## src/hw/dutcl_cfg.svh

```systemverilog
/*
 * Constants for the DAC update timer, clear and load control block.
 * Assumes inclusion by the block's design files and its test bench.
 */
`ifndef DUTCL_CFG_SVH
`define DUTCL_CFG_SVH

// ****************************************
// Register offsets (byte addresses)
// ****************************************
`define DUTCL_OFS_PRELOAD0 12'h060
`define DUTCL_OFS_CLEAR 12'h080
`define DUTCL_OFS_LOAD 12'h084
`define DUTCL_OFS_MODE 12'h0a0
`define DUTCL_OFS_RUN 12'h0a4
`define DUTCL_OFS_READY 12'h0a8

// ****************************************
// Reset values and field layout
// ****************************************
`define DUTCL_PRELOAD_RST 32'h0000_0000
`define DUTCL_BITS_RST 8'h00
`define DUTCL_MODE_RST 24'h00_0000
`define DUTCL_MODE_W 3

// ****************************************
// Timing
// ****************************************
`define DUTCL_CLK_HZ 125000000
`define DUTCL_TICK_NS 10000
`define DUTCL_OSC_HZ 40000000

`endif

```

## src/hw/dutcl_pkg.sv

```systemverilog
/*
 * Types for the DAC update timer, clear and load control block.
 * Assumes the constants header is on the include path.
 */
package dutcl_pkg;
    // Per-DAC operating mode, three-bit field in the mode register
    typedef enum logic [2:0] {
        DUTCL_MODE_IMM = 3'h0,
        DUTCL_MODE_MEM = 3'h1,
        DUTCL_MODE_GMEM = 3'h2,
        DUTCL_MODE_FIFO = 3'h3,
        DUTCL_MODE_TIMER = 3'h4
    } dutcl_mode_t;

    typedef enum logic [2:0] {
        DUTCL_ST_IDLE = 3'b001,
        DUTCL_ST_WDATA = 3'b010,
        DUTCL_ST_RESP = 3'b100
    } dutcl_wst_t;
endpackage

```

## src/hw/dutcl_top.sv

```systemverilog
/*
 * DAC update control: sequencer timers, clear control and load
 * requests for eight quad DACs, reached over AXI4-Lite.
 * Assumes the DAC transfer engine reports per-DAC data readiness and
 * that the serial engine consumes update and clear levels.
 */
// Decided for this implementation: the AXI4-Lite slave port.
`timescale 1ns/10ps
`include "dutcl_cfg.svh"

module dutcl_top import dutcl_pkg::*; #(
    parameter int NDAC = 8,
    parameter int PW = 32
) (
    input wire logic aclk, // Clock, 125 MHz
    input wire logic aresetn, // Sync reset, active low
    input wire logic [11:0] s_axi_awaddr, // Write address
    input wire logic s_axi_awvalid, // Write address valid
    output logic s_axi_awready, // Write address ready
    input wire logic [31:0] s_axi_wdata, // Write data
    input wire logic [3:0] s_axi_wstrb, // Write strobes
    input wire logic s_axi_wvalid, // Write data valid
    output logic s_axi_wready, // Write data ready
    output logic [1:0] s_axi_bresp, // Write response
    output logic s_axi_bvalid, // Write response valid
    input wire logic s_axi_bready, // Write response ready
    input wire logic [11:0] s_axi_araddr, // Read address
    input wire logic s_axi_arvalid, // Read address valid
    output logic s_axi_arready, // Read address ready
    output logic [31:0] s_axi_rdata, // Read data
    output logic [1:0] s_axi_rresp, // Read response
    output logic s_axi_rvalid, // Read data valid
    input wire logic s_axi_rready, // Read data ready
    input wire logic [NDAC-1:0] dac_data_ready, // All channel data moved
    output logic [NDAC-1:0] dac_force_clear, // Per-DAC clear level
    output logic [NDAC-1:0] dac_update, // Output update pulse
    output logic [NDAC-1:0] seq_update // Timed update pulse
);
    localparam int TICK_CYC =
        (`DUTCL_CLK_HZ / 1000) * `DUTCL_TICK_NS / 1000000;
    localparam int OSC_CYC = `DUTCL_OSC_HZ / 100000;
    localparam int TW = $clog2(TICK_CYC);

    // ****************************************
    // Register storage
    // ****************************************
    logic [PW-1:0] preload_q [NDAC];
    logic [NDAC-1:0] clear_q;
    logic [NDAC-1:0] load_q;
    logic [NDAC*`DUTCL_MODE_W-1:0] mode_q;
    logic [NDAC-1:0] run_q;
    logic [NDAC-1:0] fire;
    logic [NDAC-1:0] upd_strobe;

    function automatic dutcl_mode_t mode_of(input int i,
            input logic [NDAC*`DUTCL_MODE_W-1:0] m);
        mode_of = dutcl_mode_t'(m[i*`DUTCL_MODE_W +: `DUTCL_MODE_W]);
    endfunction

    function automatic logic [31:0] wmerge(input logic [31:0] old,
            input logic [31:0] d, input logic [3:0] s);
        for (int b = 0; b < 4; b++) begin
            wmerge[b*8 +: 8] = s[b] ? d[b*8 +: 8] : old[b*8 +: 8];
        end
    endfunction

    // ****************************************
    // Write channel
    // ****************************************
    dutcl_wst_t wst_q;
    logic [11:0] waddr_q;
    logic waddr_ok_q;
    logic wdata_ok_q;
    logic [31:0] wdata_q;
    logic [3:0] wstrb_q;
    logic wr_go;

    assign wr_go = (wst_q == DUTCL_ST_WDATA);

    always_ff @(posedge aclk) begin
        if (!aresetn) begin
            wst_q <= DUTCL_ST_IDLE;
            waddr_ok_q <= 1'b0;
            wdata_ok_q <= 1'b0;
            waddr_q <= 12'h000;
            wdata_q <= 32'h0000_0000;
            wstrb_q <= 4'h0;
            s_axi_awready <= 1'b0;
            s_axi_wready <= 1'b0;
            s_axi_bvalid <= 1'b0;
            s_axi_bresp <= 2'h0;
        end else begin
            case (wst_q)
                DUTCL_ST_IDLE: begin
                    s_axi_awready <= !waddr_ok_q;
                    s_axi_wready <= !wdata_ok_q;
                    if (s_axi_awvalid && s_axi_awready) begin
                        waddr_q <= s_axi_awaddr;
                        waddr_ok_q <= 1'b1;
                        s_axi_awready <= 1'b0;
                    end
                    if (s_axi_wvalid && s_axi_wready) begin
                        wdata_q <= s_axi_wdata;
                        wstrb_q <= s_axi_wstrb;
                        wdata_ok_q <= 1'b1;
                        s_axi_wready <= 1'b0;
                    end
                    if ((waddr_ok_q || (s_axi_awvalid && s_axi_awready)) &&
                        (wdata_ok_q || (s_axi_wvalid && s_axi_wready))) begin
                        wst_q <= DUTCL_ST_WDATA;
                        s_axi_awready <= 1'b0;
                        s_axi_wready <= 1'b0;
                    end
                end
                DUTCL_ST_WDATA: begin
                    s_axi_bvalid <= 1'b1;
                    s_axi_bresp <= wr_hit(waddr_q) ? 2'h0 : 2'h2;
                    wst_q <= DUTCL_ST_RESP;
                end
                DUTCL_ST_RESP: begin
                    if (s_axi_bready) begin
                        s_axi_bvalid <= 1'b0;
                        waddr_ok_q <= 1'b0;
                        wdata_ok_q <= 1'b0;
                        wst_q <= DUTCL_ST_IDLE;
                    end
                end
                default: wst_q <= DUTCL_ST_IDLE;
            endcase
        end
    end

    function automatic logic wr_hit(input logic [11:0] a);
        wr_hit = (a[11:5] == `DUTCL_OFS_PRELOAD0 >> 5) ||
            (a == `DUTCL_OFS_CLEAR) || (a == `DUTCL_OFS_LOAD) ||
            (a == `DUTCL_OFS_MODE) || (a == `DUTCL_OFS_RUN) ||
            (a == `DUTCL_OFS_READY);
    endfunction

    // ****************************************
    // Register writes
    // ****************************************
    // Mode word merged under the byte strobes
    logic [31:0] mode_wr;
    assign mode_wr = wmerge({8'h00, mode_q}, wdata_q, wstrb_q);

    genvar gi;
    generate
        for (gi = 0; gi < NDAC; gi++) begin : g_pre
            always_ff @(posedge aclk) begin
                if (!aresetn) begin
                    preload_q[gi] <= `DUTCL_PRELOAD_RST;
                end else if (wr_go && waddr_q ==
                    `DUTCL_OFS_PRELOAD0 + 12'(gi * 4)) begin
                    preload_q[gi] <= wmerge(preload_q[gi], wdata_q, wstrb_q);
                end
            end
        end
    endgenerate

    always_ff @(posedge aclk) begin
        if (!aresetn) begin
            clear_q <= `DUTCL_BITS_RST;
            mode_q <= `DUTCL_MODE_RST;
            run_q <= `DUTCL_BITS_RST;
        end else if (wr_go) begin
            if (waddr_q == `DUTCL_OFS_CLEAR && wstrb_q[0]) begin
                clear_q <= wdata_q[NDAC-1:0];
            end
            if (waddr_q == `DUTCL_OFS_MODE) begin
                mode_q <= mode_wr[23:0];
            end
            if (waddr_q == `DUTCL_OFS_RUN && wstrb_q[0]) begin
                run_q <= wdata_q[NDAC-1:0];
            end
        end
    end

    // ****************************************
    // Load requests and update decision
    // ****************************************
    logic [NDAC-1:0] gmem;
    logic [NDAC-1:0] gmem_pend;
    logic gmem_all_ready;

    generate
        for (gi = 0; gi < NDAC; gi++) begin : g_mode
            assign gmem[gi] = mode_of(gi, mode_q) == DUTCL_MODE_GMEM;
            assign gmem_pend[gi] = gmem[gi] && load_q[gi];
            assign fire[gi] = load_q[gi] && dac_data_ready[gi] &&
                ((mode_of(gi, mode_q) == DUTCL_MODE_MEM) ||
                 (gmem[gi] && gmem_all_ready));
        end
    endgenerate

    // Every global member must be pending and have its data in place
    assign gmem_all_ready = (gmem_pend != '0) &&
        ((gmem & ~(load_q & dac_data_ready)) == '0);

    always_ff @(posedge aclk) begin
        if (!aresetn) begin
            load_q <= `DUTCL_BITS_RST;
        end else begin
            for (int i = 0; i < NDAC; i++) begin
                if (fire[i]) begin
                    load_q[i] <= 1'b0;
                end else if (wr_go && waddr_q == `DUTCL_OFS_LOAD &&
                    wstrb_q[0] && wdata_q[i] &&
                    (mode_of(i, mode_q) == DUTCL_MODE_MEM ||
                     mode_of(i, mode_q) == DUTCL_MODE_GMEM)) begin
                    load_q[i] <= 1'b1;
                end
            end
        end
    end

    always_ff @(posedge aclk) begin
        if (!aresetn) begin
            dac_update <= '0;
            dac_force_clear <= '0;
            seq_update <= '0;
        end else begin
            dac_update <= fire | upd_strobe;
            dac_force_clear <= clear_q;
            seq_update <= upd_strobe;
        end
    end

    // ****************************************
    // Ten microsecond tick and sequencer timers
    // ****************************************
    logic [TW-1:0] tick_q;
    logic tick;
    assign tick = (tick_q == TW'(TICK_CYC - 1));

    always_ff @(posedge aclk) begin
        if (!aresetn || tick) begin
            tick_q <= '0;
        end else begin
            tick_q <= tick_q + 1'b1;
        end
    end

    generate
        for (gi = 0; gi < NDAC; gi++) begin : g_tmr
            logic timed;
            assign timed = run_q[gi] &&
                (mode_of(gi, mode_q) == DUTCL_MODE_FIFO ||
                 mode_of(gi, mode_q) == DUTCL_MODE_TIMER);
            dutcl_seq_timer #(.CW(PW)) u_tmr (
                .aclk(aclk),
                .aresetn(aresetn),
                .tick(tick),
                .run(timed),
                .preload(preload_q[gi]),
                .strobe(upd_strobe[gi])
            );
        end
    endgenerate

    // ****************************************
    // Read channel
    // ****************************************
    always_ff @(posedge aclk) begin
        if (!aresetn) begin
            s_axi_arready <= 1'b0;
            s_axi_rvalid <= 1'b0;
            s_axi_rdata <= 32'h0000_0000;
            s_axi_rresp <= 2'h0;
        end else if (s_axi_rvalid) begin
            if (s_axi_rready) begin
                s_axi_rvalid <= 1'b0;
            end
        end else if (s_axi_arvalid && s_axi_arready) begin
            s_axi_arready <= 1'b0;
            s_axi_rvalid <= 1'b1;
            s_axi_rresp <= 2'h0;
            s_axi_rdata <= 32'h0000_0000;
            if (s_axi_araddr[11:5] == `DUTCL_OFS_PRELOAD0 >> 5) begin
                s_axi_rdata <= preload_q[s_axi_araddr[4:2]];
            end else if (s_axi_araddr == `DUTCL_OFS_CLEAR) begin
                s_axi_rdata[NDAC-1:0] <= clear_q;
            end else if (s_axi_araddr == `DUTCL_OFS_LOAD) begin
                s_axi_rdata[NDAC-1:0] <= load_q;
            end else if (s_axi_araddr == `DUTCL_OFS_MODE) begin
                s_axi_rdata[23:0] <= mode_q;
            end else if (s_axi_araddr == `DUTCL_OFS_RUN) begin
                s_axi_rdata[NDAC-1:0] <= run_q;
            end else if (s_axi_araddr == `DUTCL_OFS_READY) begin
                s_axi_rdata[NDAC-1:0] <= dac_data_ready;
            end else begin
                s_axi_rresp <= 2'h2;
            end
        end else begin
            s_axi_arready <= 1'b1;
        end
    end

    // ****************************************
    // Checks
    // ****************************************
    a_clear_follows: assert property (@(posedge aclk) disable iff (!aresetn)
        1 |=> dac_force_clear == $past(clear_q))
        else $error("clear output does not follow clear bits");
    a_load_self_clr: assert property (@(posedge aclk) disable iff (!aresetn)
        fire[0] |=> !load_q[0] ##0 dac_update[0])
        else $error("load bit not cleared on update");
    a_load_mem_only: assert property (@(posedge aclk) disable iff (!aresetn)
        (!load_q[0] && mode_of(0, mode_q) inside {DUTCL_MODE_FIFO,
         DUTCL_MODE_TIMER, DUTCL_MODE_IMM}) |=> !load_q[0])
        else $error("load bit set outside memory mode");
    a_pend_wait: assert property (@(posedge aclk) disable iff (!aresetn)
        (load_q[1] && !dac_data_ready[1]) |=> load_q[1])
        else $error("load request dropped before data ready");
    a_gmem_together: assert property (@(posedge aclk) disable iff (!aresetn)
        (fire[1] && gmem[1] && gmem[2]) |-> fire[2])
        else $error("global members not updated together");
    a_tick_period: assert property (@(posedge aclk) disable iff (!aresetn)
        tick |=> !tick [*8] ##0 (tick_q == TW'(7)))
        else $error("tick period wrong");
    a_timer_idle: assert property (@(posedge aclk) disable iff (!aresetn)
        !(run_q[3] && mode_of(3, mode_q) inside {DUTCL_MODE_FIFO,
         DUTCL_MODE_TIMER}) |=> !upd_strobe[3])
        else $error("timer strobe outside timed mode");
    a_strobe_tick: assert property (@(posedge aclk) disable iff (!aresetn)
        upd_strobe[3] |-> $past(tick))
        else $error("timer strobe not on tick");
endmodule // dutcl_top

```

## src/hw/dutcl_seq_timer.sv

```systemverilog
/*
 * One sequencer interval timer for a single quad DAC.
 * Assumes a tick pulse of one cycle every ten microseconds.
 */
`timescale 1ns/10ps
`include "dutcl_cfg.svh"

module dutcl_seq_timer import dutcl_pkg::*; #(
    parameter int CW = 32
) (
    input wire logic aclk, // Clock
    input wire logic aresetn, // Sync reset, active low
    input wire logic tick, // Ten microsecond tick
    input wire logic run, // Sequencer running in timed mode
    input wire logic [CW-1:0] preload, // Interval preload value
    output logic strobe // One pulse per expiry
);
    logic [CW-1:0] cnt_q;
    logic run_q;

    always_ff @(posedge aclk) begin
        if (!aresetn) begin
            cnt_q <= '0;
            run_q <= 1'b0;
            strobe <= 1'b0;
        end else begin
            run_q <= run;
            strobe <= 1'b0;
            if (!run) begin
                cnt_q <= preload;
            end else if (!run_q) begin
                cnt_q <= preload;
            end else if (tick) begin
                if (cnt_q == '0) begin
                    cnt_q <= preload;
                    strobe <= 1'b1;
                end else begin
                    cnt_q <= cnt_q - 1'b1;
                end
            end
        end
    end
endmodule // dutcl_seq_timer

```

## config.mk

```make
export PLATFORM = sky130hd
export DESIGN_NAME = dutcl_top
export DESIGN_NICKNAME = d
export VERILOG_FILES = /design/src/hw/dutcl_pkg.sv /design/src/hw/dutcl_top.sv /design/src/hw/dutcl_seq_timer.sv
export VERILOG_INCLUDE_DIRS = /design/src /design/src/hw
export SDC_FILE = /design/constraint.sdc
export NUM_CORES = 2
export LEC_CHECK = 0
export CAP_MARGIN = 5
export CORE_ASPECT_RATIO = 0.6
export CORE_MARGIN = 2
export CORE_UTILIZATION = 35
export DETAILED_ROUTE_END_ITERATION = 10
export DONT_BUFFER_PORTS = 1
export PLACE_DENSITY = 0.46
export SLEW_MARGIN = 20
export SYNTH_ARGS = -nofsm -noshare
export SYNTH_HDL_FRONTEND = slang
export SYNTH_SLANG_ARGS = --single-unit
```

## constraint.sdc

```tcl
create_clock -name aclk -period 3 [get_ports aclk]
set_clock_uncertainty 0.1 [all_clocks]
set_input_delay 0.6 -clock aclk [delete_from_list [all_inputs] [get_ports aclk]]
set_output_delay 0.6 -clock aclk [all_outputs]
set_load 0.05 [all_outputs]
```

# Word level (Yosys, flattened, before mapping)
# Memory sizes are Yosys's and may differ from the RTL's.
# Index checks and enable logic that the tools add are counted.
[totals] reg_bits=449 latch_bits=0 ram_bits=256 romBits=0 input_bits=75 word_cells=434 memories=1
[op_classes] n_addsub=9 multipliers=0 div_mod_pow=0 n_lt_le_gt_ge=0 eq_ne=68 shifts=0 muxes=139 n_bitwise=14 reduce_logical=148
[mem_list] name="preload_q" words=8 word_bits=32 read_ports=9 rd_ports_with_merged_regs=0 write_ports=8 line="dutcl_top.sv:47" rtl="logic [PW-1:0] preload_q [NDAC];"
[ops] op="$mux W32" n=40
[ops] op="$mux W8" n=38
[ops] op="$logic_not A32 Y1" n=8
[ops] op="$sub A32 B1 Y32 const B" n=8
[ops] op="$eq A12 B8 Y1 const B" n=10
[ops] op="$eq A12 B7 Y1 const B" n=8
[ops] op="$logic_and A1 B1 Y1" n=73
[ops] op="$eq A3 B2 Y1 const B" n=17
[ops] op="$mux W16" n=3
[ops] op="$mux W1" n=44
[ops] op="$logic_or A1 B1 Y1" n=32
[ops] op="$reduce_and A4 Y1" n=8
[ops] op="$eq A3 B1 Y1 const B" n=9
[ops] op="$eq A3 B3 Y1 const B" n=9
[ops] op="$mux W24" n=1
[ops] op="$ne A3 B3 Y1 const B" n=8
[ops] op="$and A8 B8 Y8" n=2
[ops] op="$reduce_or A2 Y1" n=8
[ops] op="$reduce_and A3 Y1" n=5
[ops] op="$eq A7 B2 Y1 const B" n=2
[ops] op="$mux W2" n=7
[ops] op="$reduce_and A2 Y1" n=7
[ops] op="$add A11 B1 Y11 const B" n=1
[ops] op="$eq A11 B11 Y1 const B" n=1
[ops] op="other kinds (12)" n=29

# Logic depth before layout (Yosys ltp)
[depth] word_depth=9 depth_mapped=11

# Hierarchy
# Synthesis repeated with hierarchy kept, for this count alone.
[hier_totals] cells_unflattened=3904 hier_area_um2=37055.5
[modules_own_cells] module="dutcl_top" instances=1 cells_per_inst=1656 area_each_um2=19203.4 seq_area_each_um2=11190.7
[modules_own_cells] module="dutcl_seq_timer (g_tmr[0].u_tmr ...)" instances=4 cells_per_inst=277 area_each_um2=2306.0 seq_area_each_um2=680.7
[modules_own_cells] module="dutcl_seq_timer (g_tmr[4].u_tmr ...)" instances=4 cells_per_inst=285 area_each_um2=2157.1 seq_area_each_um2=680.7

# Worst setup path before layout
# Ideal clock, no wire load.
[synth_timing] path_kind="in2reg" from="in s_axi_araddr[2]" to="reg s_axi_rdata[30]" setup_ps=126 arrival_ps=2591 required_time_ps=2774 slack_ps=183 path_stages=6 n_path_buf=3 cell_sequence="buf_2 buf_1 buf_1 mux4_2 mux2i_1 o21ai_0"
[synth_between] elab_chain_cells=2
[synth_lines] item="start: declaration" line="dutcl_top.sv:27" rtl="input wire logic [11:0] s_axi_araddr,"
[synth_lines] item="$mem_v2 Z8 W32"
[synth_lines] item="$mux W8" line="dutcl_top.sv:279" rtl="if (s_axi_araddr[11:5] == `DUTCL_OFS_PRELOAD0 >> 5) begin"
[synth_lines] item="end signal: assignment" line="dutcl_top.sv:280" rtl="s_axi_rdata <= preload_q[s_axi_araddr[4:2]];"
[synth_lines] item="end signal: indexed assignment" line="dutcl_top.sv:282" rtl="s_axi_rdata[NDAC-1:0] <= clear_q;"
[synth_lines] item="end signal: indexed assignment" line="dutcl_top.sv:284" rtl="s_axi_rdata[NDAC-1:0] <= load_q;"
[synth_lines] item="end: declaration" line="dutcl_top.sv:30" rtl="output logic [31:0] s_axi_rdata,"
# Every way passes these cells.
# A chain may end at the register's enable or synchronous reset.

==> out/results.tsv <==
metric	value	unit
cpLargestDelayFamily	simple AND/OR/NAND/NOR gates	
ff2ff_path_depth	9	
drv_cap	0	
io_pins	140	
rsz0062_at_grt	no	
r2r_slack	0.07	ns
grt_pass1_wl	228	mm
synth_edf_count	256	
hold_class	primary input to flop	
synthDistinctLibCells	93	
wirelength	164	mm
synth_flop_cell	dfxtp_1	
cp_slowest_cell	or3b_2	
io_buffers	0	
fin_ws	0.0736	ns
syn_area	35700	um2
hold_slack	0.0679	ns
use_met2	0.364	
met3_usage	0.145	
viasPerCell	6.08	
drt_iter0_drc	4726	
cts.sinks	703	
tightestPinTransition	1.19	ns
seq_area_frac_synth	0.466	
setup_violations	0	
ant_nets	0	
gp_congestion	0.950	
placement_rows	90	
grt.met1_usage	0.476	
dp_hpwl	120	mm
regArea	16600	um2
critPathKind	flop to flop	
ctsLongestPathBuffers	3	
crit_buf_inv	3	
syn_avg_cell_area	9.12	um2
multi_input_area	18000	um2
cts_buffers	76	
p_leak	15.0	nW
first_global_vias	29516	
routedWlPerCell	29.8	um
grt.total_usage	0.304	
ir_drop	0.000466	V
startpoint	wst_q[1]	
hold_viol	0	
async_flop_share	0	
finalCriticalPeriod	2.93	ns
maxSlewViolCount	0	
crit_top_cell	nand2_1	
die_area	105000	um2
synth-seq-cells	703	
post-place-ws	0.110	ns
worstSetupEndpointType	flop	
powerDensity	536	nW/um2
root_buffer	clkbuf_16	
die_w	416	um
clock_latency	0.69	ns
timing.rr.start	wst_q[1]	
syn_inst	3917	
timing.critical_path.cells	or3b_2 -> nor2_1 -> nand2_1 -> buf_4 -> nor4_2 -> buf_4 -> nand2_1 -> nand2_1 -> buf_12	
drt_pass1_iterations	6	
path_max_fanout	12	
start_util	0.354	
status	finished, final reports clean	
fp.coreArea	101000	um2
clkTransAtPathRegs	0.06	ns
overflow	0	
critPathLaunchType	flop	
cp.depth	9	
drc	0	
antenna_found_initial	12	
fillCellCount	9891	
relSlewSlack	0.205	
drive_gt1_frac	0.143	
reg2reg_to	preload_q[1][6]	
grt_busiest_layer	met1	
worstPathRequired	3.30	ns
worstPathArrival	3.22	ns
vias	33380	
die-height	251	um
critPathCapture	preload_q[1][6]	
yosysWarnings	0	
fmax	342	MHz
cts_tree	built	
nets	4183	
timing.final.crit_share	0.975	
max_stage_delay	0.51	ns
areaGrowthSynthToFinish	18.0	%
h-tree-depth	3	
tns	0	ns
grt_max_degree	189	
==> state kept, by name, summed over array words and instances, names as in the netlist, 3 cells and up <==
signal,count
g_tmr.u_tmr.strobe,8
wst_q,3
run_q,8
dac_update,8
load_q,8
wstrb_q,4
seq_update,8
mode_q,24
g_tmr.u_tmr.cnt_q,256
s_axi_rdata,32
preload_q,256
clear_q,8
tick_q,11
g_tmr.u_tmr.run_q,8
dac_force_clear,8
waddr_q,12
wdata_q,32
==> how the worst min path moves through the flow <==
| stage | from | endpoint | slack, ns | depth (start not counted) |
|---|---|---|---|---|
| 3_3_place_gp | g_tmr[1].u_tmr.strobe | seq_update[1] | 0.34 | 1 |
| 4_1_cts | aresetn | g_tmr[6].u_tmr.cnt_q[14] | 0.0002 | 2 |
| 2_1_floorplan | clear_q[5] | dac_force_clear[5] | 0.33 | 2 |
| 3_5_place_dp | g_tmr[2].u_tmr.strobe | seq_update[2] | 0.34 | 1 |
| 5_1_grt | aresetn | g_tmr[6].u_tmr.cnt_q[16] | 0.04 | 2 |
| 6_report | s_axi_wvalid | s_axi_wready | 0.07 | 3 |
==> power by group <==
part | leakage (nW) | internal (mW) | total, mW | switching, mW
sequential | 6.30 | 10.2 | 10.9 | 0.730
clock | 1.26 | 5.62 | 9.98 | 4.36
combinational | 7.45 | 0.692 | 1.71 | 1.02
total | 15.0 | 16.5 | 22.6 | 6.10
==> worst reg2reg max path, delay by kind of cell, from the launching register on <==
kind	cells	cell delay, ns
DFF	1	0.40
buffers and inverters	3	0.64
and+or+nand+nor	6	1.50
==> cells in the final DEF (no fill, tap or decap), drive strengths merged, types with 45 or more instances in the layout <==
master | Yosys | final
dlygate4sd3 | 0 | 55
a21oi | 296 | 296
o21ai | 192 | 192
nor2 | 240 | 240
clkbuf | 233 | 103
nor4 | 120 | 120
and2 | 300 | 300
o211ai | 45 | 45
nand3 | 126 | 126
buf | 36 | 308
nand2 | 512 | 512
nor3 | 181 | 181
or3 | 47 | 47
inv | 48 | 53
dfxtp | 447 | 447
edfxtp | 256 | 256
nand4 | 46 | 46
mux4 | 64 | 64
==> cells in the mapped netlist (27+ instances only) <==
master,instances,area share
nor3b_1,29,0.0061
a31oi_1,39,0.0068
o21ai_0,191,0.027
or4_1,34,0.0071
inv_1,48,0.0050
nand2b_1,27,0.0047
nor2_1,239,0.025
clkbuf_1,232,0.024
nand4_1,45,0.0079
o211ai_1,45,0.0095
nand2_1,512,0.054
a21oi_1,296,0.041
mux2i_1,44,0.012
o22ai_1,44,0.0077
dfxtp_1,447,0.25
and3_1,32,0.0056
mux4_2,64,0.040
nor3_1,181,0.025
nor4_1,116,0.020
edfxtp_1,256,0.22
nand3_1,126,0.018
or3_1,46,0.0081
and2_1,297,0.052
==> layout make-up <==
class / instances / area share
multi-input cells: 2897 / 0.427
clock buffers: 103 / 0.0504
repair buffers: 363 / 0.0733
diodes: 1 / 0.0000594
inverters: 49 / 0.00454
clock inverters: 39 / 0.0103
well taps: 1334 / 0.0396
flip-flops and latches: 703 / 0.395
==> metrics by stage <==
stage | area, um2 | instances | utilization | power [mW]
after detailed placement | 39000 | 5291 | 0.387 | 12.7
after global routing | 42100 | 5488 | 0.418 | 23.2
final | 42100 | 5489 | 0.418 | 22.6
after global placement | 39000 | 5291 | 0.387 | 12.7
after floorplan | 35700 | 3918 | - | 11.8
after CTS | 42100 | 5488 | 0.418 | 22.6
==> metal layers <==
layer	vias up	routed length, um
met5	-	140
met1	16332	77000
met4	4	2770
met3	145	25300
li1	14989	-
met2	1910	58500
==> what timing repair did <==
item | CTS | global route
resized for setup | 0 | 3
hold endpoints to repair | 59 | 0
hold buffers | 55 | 0
endpoints found under the setup margin | 0 | 10
buffers inserted | 0 | 0
==> cells by family after synthesis <==
logic type      Yosys count  synth area share
compound gates          933             0.169
xor+xnor                 16           0.00392
fa+ha+maj                18           0.00630
buf+inv                 318            0.0344
flops                   703             0.466
mux                     130            0.0596
other cells               1          0.000105
simple gates           1798             0.261
Note: power is estimated with default switching activity, not from simulation.
